===== src/include/phbp_pkg.sv =====
// Constants and types of the bus agent
//
// Behaviour
// [RQ1] Interrupt line held low until software clears
// [RQ2] Request line asserted low to seek bus
// [RQ3] Arbiter grants exactly one agent, low active
// [RQ4] Lock leaves unlocked addresses open
// [RQ5] Bus reset initialises all agents; the agent's interrupt line keeps its level through it
// [RQ6] Port drives the bus clock to agents
// [RQ7] System error reported synchronously to bus clock
// [RQ8] Parity error driven two clocks after data
// [RQ9] Parity error only from master or target
// [RQ10] Address phase is first framed clock
// [RQ11] Byte 0 on bits 7:0, bursts allowed
// [RQ12] Word moves when both ready lines asserted
// [RQ13] Target ready: read data or write accept
// [RQ14] Initiator ready: write data or read accept
// [RQ15] Target asserts stop to end transaction
// [RQ16] Device select tells master a target claimed
// [RQ17] Command in address phase, byte enables after
// [RQ18] Frame held during burst, dropped for last
// [RQ19] Even parity valid one clock after phase
// [RQ20] Master drives parity for address and writes
// [RQ21] Arbiter grants one master, fair rotation
package phbp_pkg;

	// ----------------------------------------
	// Bus commands
	// ----------------------------------------
	localparam logic [3:0] CMD_MEM_READ = 4'h6;
	localparam logic [3:0] CMD_MEM_WRITE = 4'h7;

	// ----------------------------------------
	// Timing counts, in bus clocks
	// ----------------------------------------
	// Clocks without device select before the master gives up
	localparam logic [2:0] ABORT_CLKS = 3'h5;

	// ----------------------------------------
	// Buffer shape
	// ----------------------------------------
	localparam int FIFO_WIDTH = 32;
	localparam int FIFO_DEPTH = 16;

	// ----------------------------------------
	// Synchronised pin vector layout
	// ----------------------------------------
	localparam int SYN_W = 41;
	localparam int SYN_BCLK = 40;
	localparam int SYN_BRSTN = 39;
	localparam int SYN_GNT = 38;
	localparam int SYN_FRAME = 37;
	localparam int SYN_IRDY = 36;
	localparam int SYN_TRDY = 35;
	localparam int SYN_DEVSEL = 34;
	localparam int SYN_STOP = 33;
	localparam int SYN_PAR = 32;
	// Clock low, bus reset asserted, all other lines idle high
	localparam logic [40:0] SYN_RST = 41'h07F_FFFF_FFFF;
	localparam logic [39:0] SAMP_RST = 40'h7F_FFFF_FFFF;

	// ----------------------------------------
	// Master sequencer states, Gray along the path
	// ----------------------------------------
	typedef enum logic [2:0] {
		PHBP_IDLE = 3'h0,
		PHBP_REQ = 3'h1,
		PHBP_ADDR = 3'h3,
		PHBP_DATA = 3'h2,
		PHBP_TURN = 3'h6
	} phbp_state_t;

endpackage


===== src/logic/phbp_sync.sv =====
// Two flip-flop synchroniser for a vector of independent pin levels
`timescale 1ns/10ps
module phbp_sync #(
	parameter int WIDTH = 1,
	parameter logic [WIDTH-1:0] RST_VAL = '0
) (
	// Clock, reset, enable
	input wire logic clk_i,
	input wire logic rst_i,
	input wire logic ce_i,
	// Levels in and out
	input wire logic [WIDTH-1:0] d_i,
	output logic [WIDTH-1:0] q_o
);

	// ----------------------------------------
	// One stage pair per bit
	// ----------------------------------------
	genvar gi;
	generate
		for (gi = 0; gi < WIDTH; gi++) begin : g_bit
			logic meta_r; // First stage
			logic hold_r; // Second stage, safe to use
			always_ff @(posedge clk_i) begin
				if (rst_i) begin
					meta_r <= RST_VAL[gi];
					hold_r <= RST_VAL[gi];
				end else if (ce_i) begin
					meta_r <= d_i[gi];
					hold_r <= meta_r;
				end
			end
			assign q_o[gi] = hold_r;
		end
	endgenerate

endmodule


===== src/logic/phbp_fifo.sv =====
// Write data buffer with valid/ready on both sides
`timescale 1ns/10ps
module phbp_fifo #(
	parameter int WIDTH = 32,
	parameter int DEPTH = 16
) (
	// Clock, reset, enable
	input wire logic clk_i,
	input wire logic rst_i,
	input wire logic ce_i,
	// Fill side
	input wire logic in_valid_i,
	output logic in_ready_o,
	input wire logic [WIDTH-1:0] in_data_i,
	// Drain side
	output logic out_valid_o,
	input wire logic out_ready_i,
	output logic [WIDTH-1:0] out_data_o
);

	localparam int AW = $clog2(DEPTH);

	logic [WIDTH-1:0] mem [DEPTH]; // Storage
	logic [AW-1:0] wptr_r, wptr_nxt; // Write index
	logic [AW-1:0] rptr_r, rptr_nxt; // Read index
	logic [AW:0] cnt_r, cnt_nxt; // Words held
	logic full_r, full_nxt; // Registered full flag
	logic empty_r, empty_nxt; // Registered empty flag
	logic push, pop;

	// ----------------------------------------
	// Next pointers and flags
	// ----------------------------------------
	always_comb begin
		push = in_valid_i & ~full_r;
		pop = out_ready_i & ~empty_r;
		wptr_nxt = push ? wptr_r + 1'b1 : wptr_r;
		rptr_nxt = pop ? rptr_r + 1'b1 : rptr_r;
		cnt_nxt = cnt_r + {{AW{1'b0}}, push} - {{AW{1'b0}}, pop};
		full_nxt = (cnt_nxt == (AW+1)'(DEPTH));
		empty_nxt = (cnt_nxt == '0);
	end

	// ----------------------------------------
	// Registers
	// ----------------------------------------
	always_ff @(posedge clk_i) begin
		if (rst_i) begin
			wptr_r <= '0;
			rptr_r <= '0;
			cnt_r <= '0;
			full_r <= 1'b0;
			empty_r <= 1'b1;
		end else if (ce_i) begin
			wptr_r <= wptr_nxt;
			rptr_r <= rptr_nxt;
			cnt_r <= cnt_nxt;
			full_r <= full_nxt;
			empty_r <= empty_nxt;
		end
	end

	// Storage has no reset; only written words are ever read
	always_ff @(posedge clk_i) begin
		if (ce_i && push) begin
			mem[wptr_r] <= in_data_i;
		end
	end

	assign in_ready_o = ~full_r;
	assign out_valid_o = ~empty_r;
	assign out_data_o = mem[rptr_r];

endmodule


===== src/logic/phbp_agent.sv =====
// Bus master agent that requests, frames and bursts data on the port's bus
`timescale 1ns/10ps
module phbp_agent (
	// System clock, reset, enable
	input wire logic clk_i,
	input wire logic rst_i,
	input wire logic ce_i,
	// Clock and reset made by the port
	input wire logic downstream_bus_clock_i,
	input wire logic downstream_bus_reset_n_i,
	// Arbitration
	output logic agent_bus_request_0_n_o,
	input wire logic agent_bus_grant_0_n_i,
	// Framing and handshake
	input wire logic frame_n_i,
	output logic frame_n_o,
	output logic frame_oe_o,
	input wire logic irdy_n_i,
	output logic irdy_n_o,
	output logic irdy_oe_o,
	input wire logic trdy_n_i,
	input wire logic devsel_n_i,
	input wire logic stop_n_i,
	// Address, data, command, parity
	input wire logic [31:0] addr_data_bus_i,
	output logic [31:0] addr_data_bus_o,
	output logic addr_data_bus_oe_o,
	output logic [3:0] cbe_n_o,
	output logic cbe_oe_o,
	input wire logic bus_parity_i,
	output logic bus_parity_o,
	output logic bus_parity_oe_o,
	// Error and interrupt lines
	output logic perr_n_o,
	output logic perr_oe_o,
	output logic serr_n_o,
	output logic serr_oe_o,
	output logic int_n_o,
	output logic int_oe_o,
	// User command
	input wire logic cmd_valid_i,
	output logic cmd_ready_o,
	input wire logic cmd_write_i,
	input wire logic [31:0] cmd_addr_i,
	input wire logic [3:0] cmd_count_i,
	input wire logic [3:0] cmd_be_n_i,
	// User write data
	input wire logic wr_valid_i,
	output logic wr_ready_o,
	input wire logic [31:0] wr_data_i,
	// User read data and status
	output logic rd_valid_o,
	output logic [31:0] rd_data_o,
	output logic done_o,
	output logic abort_o,
	output logic perr_seen_o,
	// Software events
	input wire logic int_set_i,
	input wire logic int_clear_i,
	input wire logic serr_req_i
);

	// ----------------------------------------
	// Declarations
	// ----------------------------------------
	logic [40:0] syn_q; // Synchronised pins
	logic [39:0] samp_r, samp_nxt; // Pins captured mid bus clock
	logic bclk_prev_r, bclk_prev_nxt; // Last synced bus clock
	logic brise, bfall; // Bus clock edges
	logic bus_up; // Port has released bus reset
	phbp_pkg::phbp_state_t state_r, state_nxt;
	logic req_n_r, req_n_nxt;
	logic frame_n_r, frame_n_nxt, frame_oe_r, frame_oe_nxt;
	logic irdy_n_r, irdy_n_nxt, irdy_oe_r, irdy_oe_nxt;
	logic [31:0] ad_r, ad_nxt;
	logic ad_oe_r, ad_oe_nxt;
	logic [3:0] cbe_r, cbe_nxt;
	logic cbe_oe_r, cbe_oe_nxt;
	logic par_r, par_nxt, par_oe_r, par_oe_nxt;
	logic perr_n_r, perr_n_nxt, perr_oe_r, perr_oe_nxt;
	logic pend_r, pend_nxt; // Read word awaiting its parity
	logic chk_r, chk_nxt; // Parity computed from that word
	logic perr_hit_r, perr_hit_nxt; // Mismatch to drive next clock
	logic serr_pend_r, serr_pend_nxt;
	logic serr_n_r, serr_n_nxt, serr_oe_r, serr_oe_nxt;
	logic int_n_r, int_n_nxt, int_oe_r, int_oe_nxt;
	logic write_r, write_nxt;
	logic [31:0] addr_r, addr_nxt;
	logic [3:0] be_r, be_nxt;
	logic [4:0] left_r, left_nxt; // Words still to move
	logic [2:0] dsel_r, dsel_nxt; // Clocks without device select
	logic cmd_ready_r, cmd_ready_nxt;
	logic rd_valid_r, rd_valid_nxt;
	logic [31:0] rd_data_r, rd_data_nxt;
	logic done_r, done_nxt, abort_r, abort_nxt, pseen_r, pseen_nxt;
	logic fifo_valid, fifo_pop;
	logic [31:0] fifo_data;
	logic xfer; // Data phase completes

	// ----------------------------------------
	// Pin synchroniser and write buffer
	// ----------------------------------------
	phbp_sync #(
		.WIDTH(phbp_pkg::SYN_W),
		.RST_VAL(phbp_pkg::SYN_RST)
	) u_sync (
		.clk_i(clk_i),
		.rst_i(rst_i),
		.ce_i(ce_i),
		.d_i({downstream_bus_clock_i, downstream_bus_reset_n_i, agent_bus_grant_0_n_i, frame_n_i, irdy_n_i,
			trdy_n_i, devsel_n_i, stop_n_i, bus_parity_i, addr_data_bus_i}),
		.q_o(syn_q)
	);

	phbp_fifo #(
		.WIDTH(phbp_pkg::FIFO_WIDTH),
		.DEPTH(phbp_pkg::FIFO_DEPTH)
	) u_fifo (
		.clk_i(clk_i),
		.rst_i(rst_i),
		.ce_i(ce_i),
		.in_valid_i(wr_valid_i),
		.in_ready_o(wr_ready_o),
		.in_data_i(wr_data_i),
		.out_valid_o(fifo_valid),
		.out_ready_i(fifo_pop),
		.out_data_o(fifo_data)
	);

	// Port clock edges on our clock
	assign brise = syn_q[phbp_pkg::SYN_BCLK] & ~bclk_prev_r; // RQ6
	assign bfall = ~syn_q[phbp_pkg::SYN_BCLK] & bclk_prev_r;
	assign bus_up = syn_q[phbp_pkg::SYN_BRSTN];
	// Both ready lines low; ours as driven
	assign xfer = ~irdy_n_r & ~samp_r[phbp_pkg::SYN_TRDY]; // RQ12

	// ----------------------------------------
	// Next state of the whole agent
	// ----------------------------------------
	always_comb begin
		samp_nxt = samp_r;
		bclk_prev_nxt = syn_q[phbp_pkg::SYN_BCLK];
		state_nxt = state_r;
		req_n_nxt = req_n_r;
		frame_n_nxt = frame_n_r;
		frame_oe_nxt = frame_oe_r;
		irdy_n_nxt = irdy_n_r;
		irdy_oe_nxt = irdy_oe_r;
		ad_nxt = ad_r;
		ad_oe_nxt = ad_oe_r;
		cbe_nxt = cbe_r;
		cbe_oe_nxt = cbe_oe_r;
		par_nxt = par_r;
		par_oe_nxt = par_oe_r;
		perr_n_nxt = perr_n_r;
		perr_oe_nxt = perr_oe_r;
		pend_nxt = pend_r;
		chk_nxt = chk_r;
		perr_hit_nxt = perr_hit_r;
		serr_pend_nxt = serr_pend_r | serr_req_i;
		serr_n_nxt = serr_n_r;
		serr_oe_nxt = serr_oe_r;
		write_nxt = write_r;
		addr_nxt = addr_r;
		be_nxt = be_r;
		left_nxt = left_r;
		dsel_nxt = dsel_r;
		rd_data_nxt = rd_data_r;
		rd_valid_nxt = 1'b0;
		done_nxt = 1'b0;
		abort_nxt = 1'b0;
		pseen_nxt = pseen_r;
		fifo_pop = 1'b0;
		// Capture pins mid clock, once settled
		if (bfall) begin
			samp_nxt = syn_q[39:0];
		end
		// Interrupt stays until software clears; a new set wins
		int_oe_nxt = int_set_i | (int_oe_r & ~int_clear_i); // RQ1
		int_n_nxt = ~int_oe_nxt; // RQ1
		if (!bus_up) begin
			// Port holds the bus in reset: release every line except the interrupt, which keeps its level
			state_nxt = phbp_pkg::PHBP_IDLE; // RQ5
			req_n_nxt = 1'b1;
			frame_n_nxt = 1'b1;
			frame_oe_nxt = 1'b0;
			irdy_n_nxt = 1'b1;
			irdy_oe_nxt = 1'b0;
			ad_oe_nxt = 1'b0;
			cbe_oe_nxt = 1'b0;
			par_oe_nxt = 1'b0;
			perr_n_nxt = 1'b1;
			perr_oe_nxt = 1'b0;
			pend_nxt = 1'b0;
			perr_hit_nxt = 1'b0;
			serr_pend_nxt = 1'b0;
			serr_n_nxt = 1'b1;
			serr_oe_nxt = 1'b0;
		end else begin
			case (state_r)
				phbp_pkg::PHBP_IDLE: begin
					// Take a command between transactions only
					if (cmd_valid_i && cmd_ready_r) begin
						write_nxt = cmd_write_i;
						addr_nxt = cmd_addr_i;
						be_nxt = cmd_be_n_i;
						left_nxt = {1'b0, cmd_count_i} + 5'h01;
						state_nxt = phbp_pkg::PHBP_REQ;
					end
				end
				phbp_pkg::PHBP_REQ: begin
					if (brise) begin
						if (req_n_r) begin
							req_n_nxt = 1'b0; // RQ2
						end else if (!samp_r[phbp_pkg::SYN_GNT] && samp_r[phbp_pkg::SYN_FRAME] &&
							samp_r[phbp_pkg::SYN_IRDY]) begin
							// Granted, bus idle: address phase; lock is never consulted
							req_n_nxt = 1'b1; // RQ3 RQ21
							frame_n_nxt = 1'b0; // RQ10 RQ4
							frame_oe_nxt = 1'b1;
							irdy_n_nxt = 1'b1;
							irdy_oe_nxt = 1'b1;
							ad_nxt = addr_r; // RQ10
							ad_oe_nxt = 1'b1;
							cbe_nxt = write_r ? phbp_pkg::CMD_MEM_WRITE : phbp_pkg::CMD_MEM_READ; // RQ17
							cbe_oe_nxt = 1'b1;
							dsel_nxt = 3'h0;
							state_nxt = phbp_pkg::PHBP_ADDR;
						end
					end
				end
				phbp_pkg::PHBP_ADDR: begin
					if (brise) begin
						cbe_nxt = be_r; // RQ17
						state_nxt = phbp_pkg::PHBP_DATA;
						if (write_r) begin
							// First word once buffered
							if (fifo_valid) begin
								fifo_pop = 1'b1;
								ad_nxt = fifo_data; // RQ11
								irdy_n_nxt = 1'b0; // RQ14
								frame_n_nxt = (left_r == 5'h01); // RQ18
							end
						end else begin
							// Target drives read data
							ad_oe_nxt = 1'b0;
							irdy_n_nxt = 1'b0; // RQ14
							frame_n_nxt = (left_r == 5'h01); // RQ18
						end
					end
				end
				phbp_pkg::PHBP_DATA: begin
					if (brise) begin
						dsel_nxt = samp_r[phbp_pkg::SYN_DEVSEL] ? dsel_r + 3'h1 : dsel_r; // RQ16
						if (xfer) begin
							left_nxt = left_r - 5'h01;
							if (!write_r) begin
								// Target has valid read data
								rd_data_nxt = samp_r[31:0]; // RQ13
								rd_valid_nxt = 1'b1;
								chk_nxt = ^{samp_r[31:0], cbe_r};
							end
						end
						if (xfer && frame_n_r) begin
							// Last data phase completed
							frame_oe_nxt = 1'b1;
							irdy_n_nxt = 1'b1;
							ad_oe_nxt = 1'b0;
							done_nxt = 1'b1;
							state_nxt = phbp_pkg::PHBP_TURN;
						end else if (samp_r[phbp_pkg::SYN_DEVSEL] && dsel_r == phbp_pkg::ABORT_CLKS) begin
							// Nobody claimed the access
							frame_n_nxt = 1'b1;
							irdy_n_nxt = 1'b1;
							ad_oe_nxt = 1'b0;
							abort_nxt = 1'b1;
							state_nxt = phbp_pkg::PHBP_TURN;
						end else if (!samp_r[phbp_pkg::SYN_STOP] && frame_n_r && !irdy_n_r) begin
							// Stop on the last phase ends it
							irdy_n_nxt = 1'b1; // RQ15
							ad_oe_nxt = 1'b0;
							abort_nxt = 1'b1;
							state_nxt = phbp_pkg::PHBP_TURN;
						end else if (write_r && (xfer || irdy_n_r)) begin
							// Next write word, or wait with ready high
							if (fifo_valid) begin
								fifo_pop = 1'b1;
								ad_nxt = fifo_data;
								irdy_n_nxt = 1'b0; // RQ14
								frame_n_nxt = frame_n_r | (left_nxt == 5'h01); // RQ18
							end else begin
								irdy_n_nxt = 1'b1;
							end
						end else if (xfer) begin
							frame_n_nxt = frame_n_r | (left_nxt == 5'h01); // RQ18
						end
						// Frame may only drop while ready is low
						if (!samp_r[phbp_pkg::SYN_STOP] && !frame_n_r && !irdy_n_r) begin
							frame_n_nxt = 1'b1; // RQ15
						end
					end
				end
				phbp_pkg::PHBP_TURN: begin
					if (brise) begin
						// Driven high one clock; now release
						frame_n_nxt = 1'b1;
						frame_oe_nxt = 1'b0;
						irdy_n_nxt = 1'b1;
						irdy_oe_nxt = 1'b0;
						cbe_oe_nxt = 1'b0;
						state_nxt = phbp_pkg::PHBP_IDLE;
					end
				end
				default: begin
					state_nxt = phbp_pkg::PHBP_IDLE;
				end
			endcase
			if (brise) begin
				// Parity follows the driven word by one clock
				par_nxt = ^{ad_r, cbe_r}; // RQ19
				par_oe_nxt = ad_oe_r; // RQ20
				// Read parity one clock after data, error two after
				perr_hit_nxt = pend_r & (chk_r ^ samp_r[phbp_pkg::SYN_PAR]); // RQ8
				pend_nxt = (state_r == phbp_pkg::PHBP_DATA) & xfer & ~write_r; // RQ9
				perr_n_nxt = ~perr_hit_r; // RQ8
				perr_oe_nxt = perr_hit_r | ~perr_n_r;
				pseen_nxt = pseen_r | perr_hit_r;
				// System error low for one bus clock
				serr_n_nxt = ~serr_pend_r; // RQ7
				serr_oe_nxt = serr_pend_r;
				serr_pend_nxt = serr_req_i;
			end
		end
		cmd_ready_nxt = bus_up && (state_nxt == phbp_pkg::PHBP_IDLE);
	end

	// ----------------------------------------
	// Registers
	// ----------------------------------------
	always_ff @(posedge clk_i) begin
		if (rst_i) begin
			samp_r <= phbp_pkg::SAMP_RST;
			bclk_prev_r <= 1'b0;
			state_r <= phbp_pkg::PHBP_IDLE;
			req_n_r <= 1'b1;
			frame_n_r <= 1'b1;
			frame_oe_r <= 1'b0;
			irdy_n_r <= 1'b1;
			irdy_oe_r <= 1'b0;
			ad_r <= 32'h0000_0000;
			ad_oe_r <= 1'b0;
			cbe_r <= 4'hF;
			cbe_oe_r <= 1'b0;
			par_r <= 1'b0;
			par_oe_r <= 1'b0;
			perr_n_r <= 1'b1;
			perr_oe_r <= 1'b0;
			pend_r <= 1'b0;
			chk_r <= 1'b0;
			perr_hit_r <= 1'b0;
			serr_pend_r <= 1'b0;
			serr_n_r <= 1'b1;
			serr_oe_r <= 1'b0;
			int_n_r <= 1'b1;
			int_oe_r <= 1'b0;
			write_r <= 1'b0;
			addr_r <= 32'h0000_0000;
			be_r <= 4'h0;
			left_r <= 5'h00;
			dsel_r <= 3'h0;
			cmd_ready_r <= 1'b0;
			rd_valid_r <= 1'b0;
			rd_data_r <= 32'h0000_0000;
			done_r <= 1'b0;
			abort_r <= 1'b0;
			pseen_r <= 1'b0;
		end else if (ce_i) begin
			samp_r <= samp_nxt;
			bclk_prev_r <= bclk_prev_nxt;
			state_r <= state_nxt;
			req_n_r <= req_n_nxt;
			frame_n_r <= frame_n_nxt;
			frame_oe_r <= frame_oe_nxt;
			irdy_n_r <= irdy_n_nxt;
			irdy_oe_r <= irdy_oe_nxt;
			ad_r <= ad_nxt;
			ad_oe_r <= ad_oe_nxt;
			cbe_r <= cbe_nxt;
			cbe_oe_r <= cbe_oe_nxt;
			par_r <= par_nxt;
			par_oe_r <= par_oe_nxt;
			perr_n_r <= perr_n_nxt;
			perr_oe_r <= perr_oe_nxt;
			pend_r <= pend_nxt;
			chk_r <= chk_nxt;
			perr_hit_r <= perr_hit_nxt;
			serr_pend_r <= serr_pend_nxt;
			serr_n_r <= serr_n_nxt;
			serr_oe_r <= serr_oe_nxt;
			int_n_r <= int_n_nxt;
			int_oe_r <= int_oe_nxt;
			write_r <= write_nxt;
			addr_r <= addr_nxt;
			be_r <= be_nxt;
			left_r <= left_nxt;
			dsel_r <= dsel_nxt;
			cmd_ready_r <= cmd_ready_nxt;
			rd_valid_r <= rd_valid_nxt;
			rd_data_r <= rd_data_nxt;
			done_r <= done_nxt;
			abort_r <= abort_nxt;
			pseen_r <= pseen_nxt;
		end
	end

	// ----------------------------------------
	// Outputs, each straight from a flip-flop
	// ----------------------------------------
	assign agent_bus_request_0_n_o = req_n_r;
	assign frame_n_o = frame_n_r;
	assign frame_oe_o = frame_oe_r;
	assign irdy_n_o = irdy_n_r;
	assign irdy_oe_o = irdy_oe_r;
	assign addr_data_bus_o = ad_r;
	assign addr_data_bus_oe_o = ad_oe_r;
	assign cbe_n_o = cbe_r;
	assign cbe_oe_o = cbe_oe_r;
	assign bus_parity_o = par_r;
	assign bus_parity_oe_o = par_oe_r;
	assign perr_n_o = perr_n_r;
	assign perr_oe_o = perr_oe_r;
	assign serr_n_o = serr_n_r;
	assign serr_oe_o = serr_oe_r;
	assign int_n_o = int_n_r;
	assign int_oe_o = int_oe_r;
	assign cmd_ready_o = cmd_ready_r;
	assign rd_valid_o = rd_valid_r;
	assign rd_data_o = rd_data_r;
	assign done_o = done_r;
	assign abort_o = abort_r;
	assign perr_seen_o = pseen_r;

endmodule


===== config.mk =====
export PLATFORM = sky130hd
export DESIGN_NAME = phbp_agent
export DESIGN_NICKNAME = d
export VERILOG_FILES = /design/src/include/phbp_pkg.sv /design/src/logic/phbp_sync.sv /design/src/logic/phbp_fifo.sv /design/src/logic/phbp_agent.sv
export SDC_FILE = /design/constraint.sdc
export NUM_CORES = 1
export LEC_CHECK = 0
export ABC_AREA = 1
export ABC_CLOCK_PERIOD_IN_PS = 4600
export BUFFER_PORTS_ARGS = -buffer_cell sky130_fd_sc_hd__buf_2
export CORE_ASPECT_RATIO = 2
export CORE_UTILIZATION = 30
export DETAILED_ROUTE_END_ITERATION = 16
export GPL_TIMING_DRIVEN = 1
export SLEW_MARGIN = 0
export SYNTH_ARGS = -nofsm -noshare
export SYNTH_HDL_FRONTEND = slang
export SYNTH_HIERARCHICAL = 1
export SYNTH_SLANG_ARGS = --single-unit

===== constraint.sdc =====
create_clock -name clk_i -period 4.6 [get_ports clk_i]
set_clock_uncertainty 0.05 [all_clocks]
set_input_delay 0.69 -clock clk_i [delete_from_list [all_inputs] [get_ports clk_i]]
set_output_delay 0.69 -clock clk_i [all_outputs]
set_load 0.01 [all_outputs]

==> results.md <==
* Setup TNS at 0 ns
* Layout cells sized above 1 at 11.6%
* Mean post-synth cell area at 9.76 sq um
* Final number of hold-violating endpoints at 0
* Largest net degree at the start of global routing at 109
* PwrDens at 390 mW/mm^2
* Post-DP HPWL at 65900 um
* CTS max path bufs at 3
* Global-route wire length before repair at 143000 um
* RSZ-0062 raised after global routing: no
* Final total power at 14.9 mW
* Fin. max-slew vios at 0
* Commonest non-fill, non-tap cell in the layout: nand2_1
* Post-synth EDFFs at 512
* Worst Setup Path Type: reg -> reg
* Post-synthesis mux area share at 0.0296%
* Synth top area cells: edfxtp_1, dfxtp_1, nand2_1, nand3_1, inv_1
* Root Buffer: clkbuf_16
* DRC Markers at 0
* Buffers added on ports at 210
* Clock transition at the registers of the reported paths at 0.07 ns
* Delay-heaviest family, CP: simple AND/OR/NAND/NOR gates
* Layout Nets at 3704
* Die Span X at 239 um
* Synth Area in XOR/XNOR at 1.37%
* GPL Wtd Cong at 0.904
* Max_cap viols at 0
* Max rail drop VDD at 0.284 mV
* CTS H-tree depth at 3
* Register Area at 0.0210 sq mm
* CP dominant cell by count: nor2_1
* Vias at 24500
* Compound-Gate Fraction of Synth Area at 10.1%
* Worst Hold Class: in -> reg
* Startpoint type of the worst setup path: flip-flop
* Mapped Area at 0.0338 sq mm
* # clock sinks at 792
* Commonest cells after routing, fill and taps aside: nand2_1, edfxtp_1, inv_1, nand3_1, dfxtp_1
* Synth cell types at 47
* Max-slew headroom at 38.0%
* Worst Path Max Fanout at 16
* Async SR Flop Fraction at 0%
* Slowest cell delay on critical path at 0.53 ns
* Area of the multi-input gates at 0.00999 sq mm
* CP Cell Sequence: nand2_4, nor2_2, buf_4, inv_2, o21ai_0, nand3_1, nor3_1, inv_1, nor2_1, ha_1, inv_1, ha_1, inv_1, fa_1, nand2_1, nor2_1, nand3_1, nor2_1, nor2_1, nor2_1
* Syn_nets at 3599
* Comb pwr share at 4.8%
* Post-synthesis adder-cell area fraction at 0.615%
* Worst slew pin tran at 0.930 ns
* Seq pwr share at 51.8%
* Period utilization at 74.1%
* Yosys warns at 6
* CP Launch Point: state_r[1]
* Critical path's slowest cell: fa_1
* CP arrival at 3.95 ns
* Core ar. at 0.111 sq mm
* Post-Route WL at 97000 um
* TritonCTS clock tree: yes
* Combinational family with the most area after synthesis: simple AND/OR/NAND/NOR gates
* Net Sw Power at 3.36 mW
* Buffers inserted by post-CTS timing repair at 0
* CP required at 5.14 ns
* Filler cells at 11200
* Worst Hold Launch: addr_data_bus_i[5]
* P&R area growth vs syn at 13.6%
* Clock power share at 43.4%
* Net switching fraction of the power at 22.5%
* Sequential share of the synthesized area at 62.1%
* Register bit total from synthesis at 792
* Synth Flop Type: edfxtp_1
* R2R Path Start: state_r[1]
* Number of top-level pins at 211
* Initial Utilization at 30.4%
* Starting DRT DRC Count at 1467
* Die Height at 477 um
* Vias per inst at 4.79
* Post-layout minimum cycle time at 3.41 ns
* Post-CTS Resized at 0
* # rows at 173
* Vias in the first global route at 23600
* Element type at the critical path end: flip-flop
* Drt first pass iters at 7
* # setup viols final at 0
* Internal at 11.6 mW
* F_max at 0.293 GHz
* CTS Buf Count at 71
* Gate count of the mapped netlist at 3461
* Avg WL per Cell at 18.9 um
* CTS Hold Buffers Added at 0
* Overflow left after global routing at 0
* Most area-hungry cell type in the Yosys netlist: edfxtp_1
* Total track usage at 16.7%
* Run status: completed
* Antenna violations before repair at 29
* Crit path buffers/inverters at 5
* Post-Synth Simple-Gate Area at 17.0%
* Clk Latency, worst-skew pair at 0.66 ns
* Share of the synthesized area in the top cell type at 45.5%
* Leak pwr at 15.1 nW
* Die ar. at 0.114 sq mm
* Antenna Violating Nets Remaining at 0
## through the flow
step | hold WS [ns] | utilization, % | instance area (sq um) | cells | setup slack, ns
final | 0.190 | 34.5 | 38400 | 5122 | 1.19
after global routing | 0.176 | 34.5 | 38400 | 5116 | 0.829
after CTS | 0.141 | 34.5 | 38300 | 5110 | 1.19
after detailed placement | 0.393 | 32.2 | 35800 | 4980 | 1.20
after global placement | 0.389 | 32.2 | 35800 | 4980 | 1.20
after floorplan | 0.379 | - | 33800 | 3461 | 1.58
## routing by layer
layer	wire length, um	global-route usage (%)	vias up
li1	-	-	11800
met1	35600	17.5	11700
met2	50100	30.4	705
met3	5720	3.49	226
met4	5410	10.0	28
met5	206	0	-
## synthesized netlist by cell type, types with 2 or more instances
cell type  count
nand3_1      329
nand2_1      792
o21ai_0      158
buf_12         2
a211oi_1       3
clkbuf_1      82
edfxtp_1     512
dfxtp_1      280
a31oi_1        4
xnor2_1       26
and3_1         2
clkbuf_2       9
o22ai_1        3
nor3_1         9
inv_2         10
ha_1          15
buf_2         36
inv_1        365
nand4_1       34
nor2_2         3
o21ai_1       75
nor2_1       208
o31ai_1        2
o211ai_1     145
clkinv_1       2
a21oi_1      203
nand3_2        2
buf_6         44
a21oi_2        2
xor2_1        27
buf_1          9
buf_4         53
## layout make-up
type                    count  area share, %
diodes                     12         0.0783
clock buffers              84           4.81
clock inverters            46           1.71
inverters                 378           3.71
multi-input cells        2055           26.0
flip-flops and latches    792           54.7
well taps                1487           4.85
repair buffers            268           4.11
## state kept, by name, indices dropped and copies added (netlist names), 5 cells and up, named ones only
register,count
u_fifo/cnt_r,5
left_r,5
samp_r,39
rd_data_o,32
u_sync/g_bit.hold_r,41
u_sync/g_bit.meta_r,41
u_fifo/mem,512
addr_data_bus_o,32
addr_r,32
## logic make-up after synthesis
kind of cell | Yosys count
XOR/XNOR | 53
adder cells (fa/ha/maj) | 16
AND/OR/NAND/NOR | 1385
flip-flops | 792
multiplexers | 1
AO/OA/AOI/OAI | 600
buffers and inverters | 614
## path summary, 6_finish.rpt
| path | cells past startpoint | endpoint | slack, ns |
|---|---|---|---|
| worst max-delay path | 20 | u_fifo/full_r | 1.19 |
| worst min-delay path | 3 | u_sync/g_bit[5].meta_r | 0.19 |
| worst max register to register | 20 | u_fifo/full_r | 1.19 |
| worst min register to register | 2 | u_sync/g_bit[1].hold_r | 0.41 |
## power by group through the flow
stage | clock, mW | sequential, mW | combinational (mW)
after floorplan | 0 | 7.88 | 0.428
after global placement | 0 | 7.90 | 0.708
after detailed placement | 0 | 7.90 | 0.718
after CTS | 6.62 | 7.75 | 0.721
after global routing | 6.88 | 7.75 | 0.795
final | 6.48 | 7.75 | 0.717
## worst register-to-register path, delay by kind of cell, from the launching register on
family                   cells  cell delay (ns)
AND/OR/NAND/NOR             11             1.18
flip-flops                   1             0.44
AO/OA/AOI/OAI                1             0.11
adder cells (fa/ha/maj)      3             0.97
buffers and inverters        5             0.57
(Power assumes the default switching activity.)
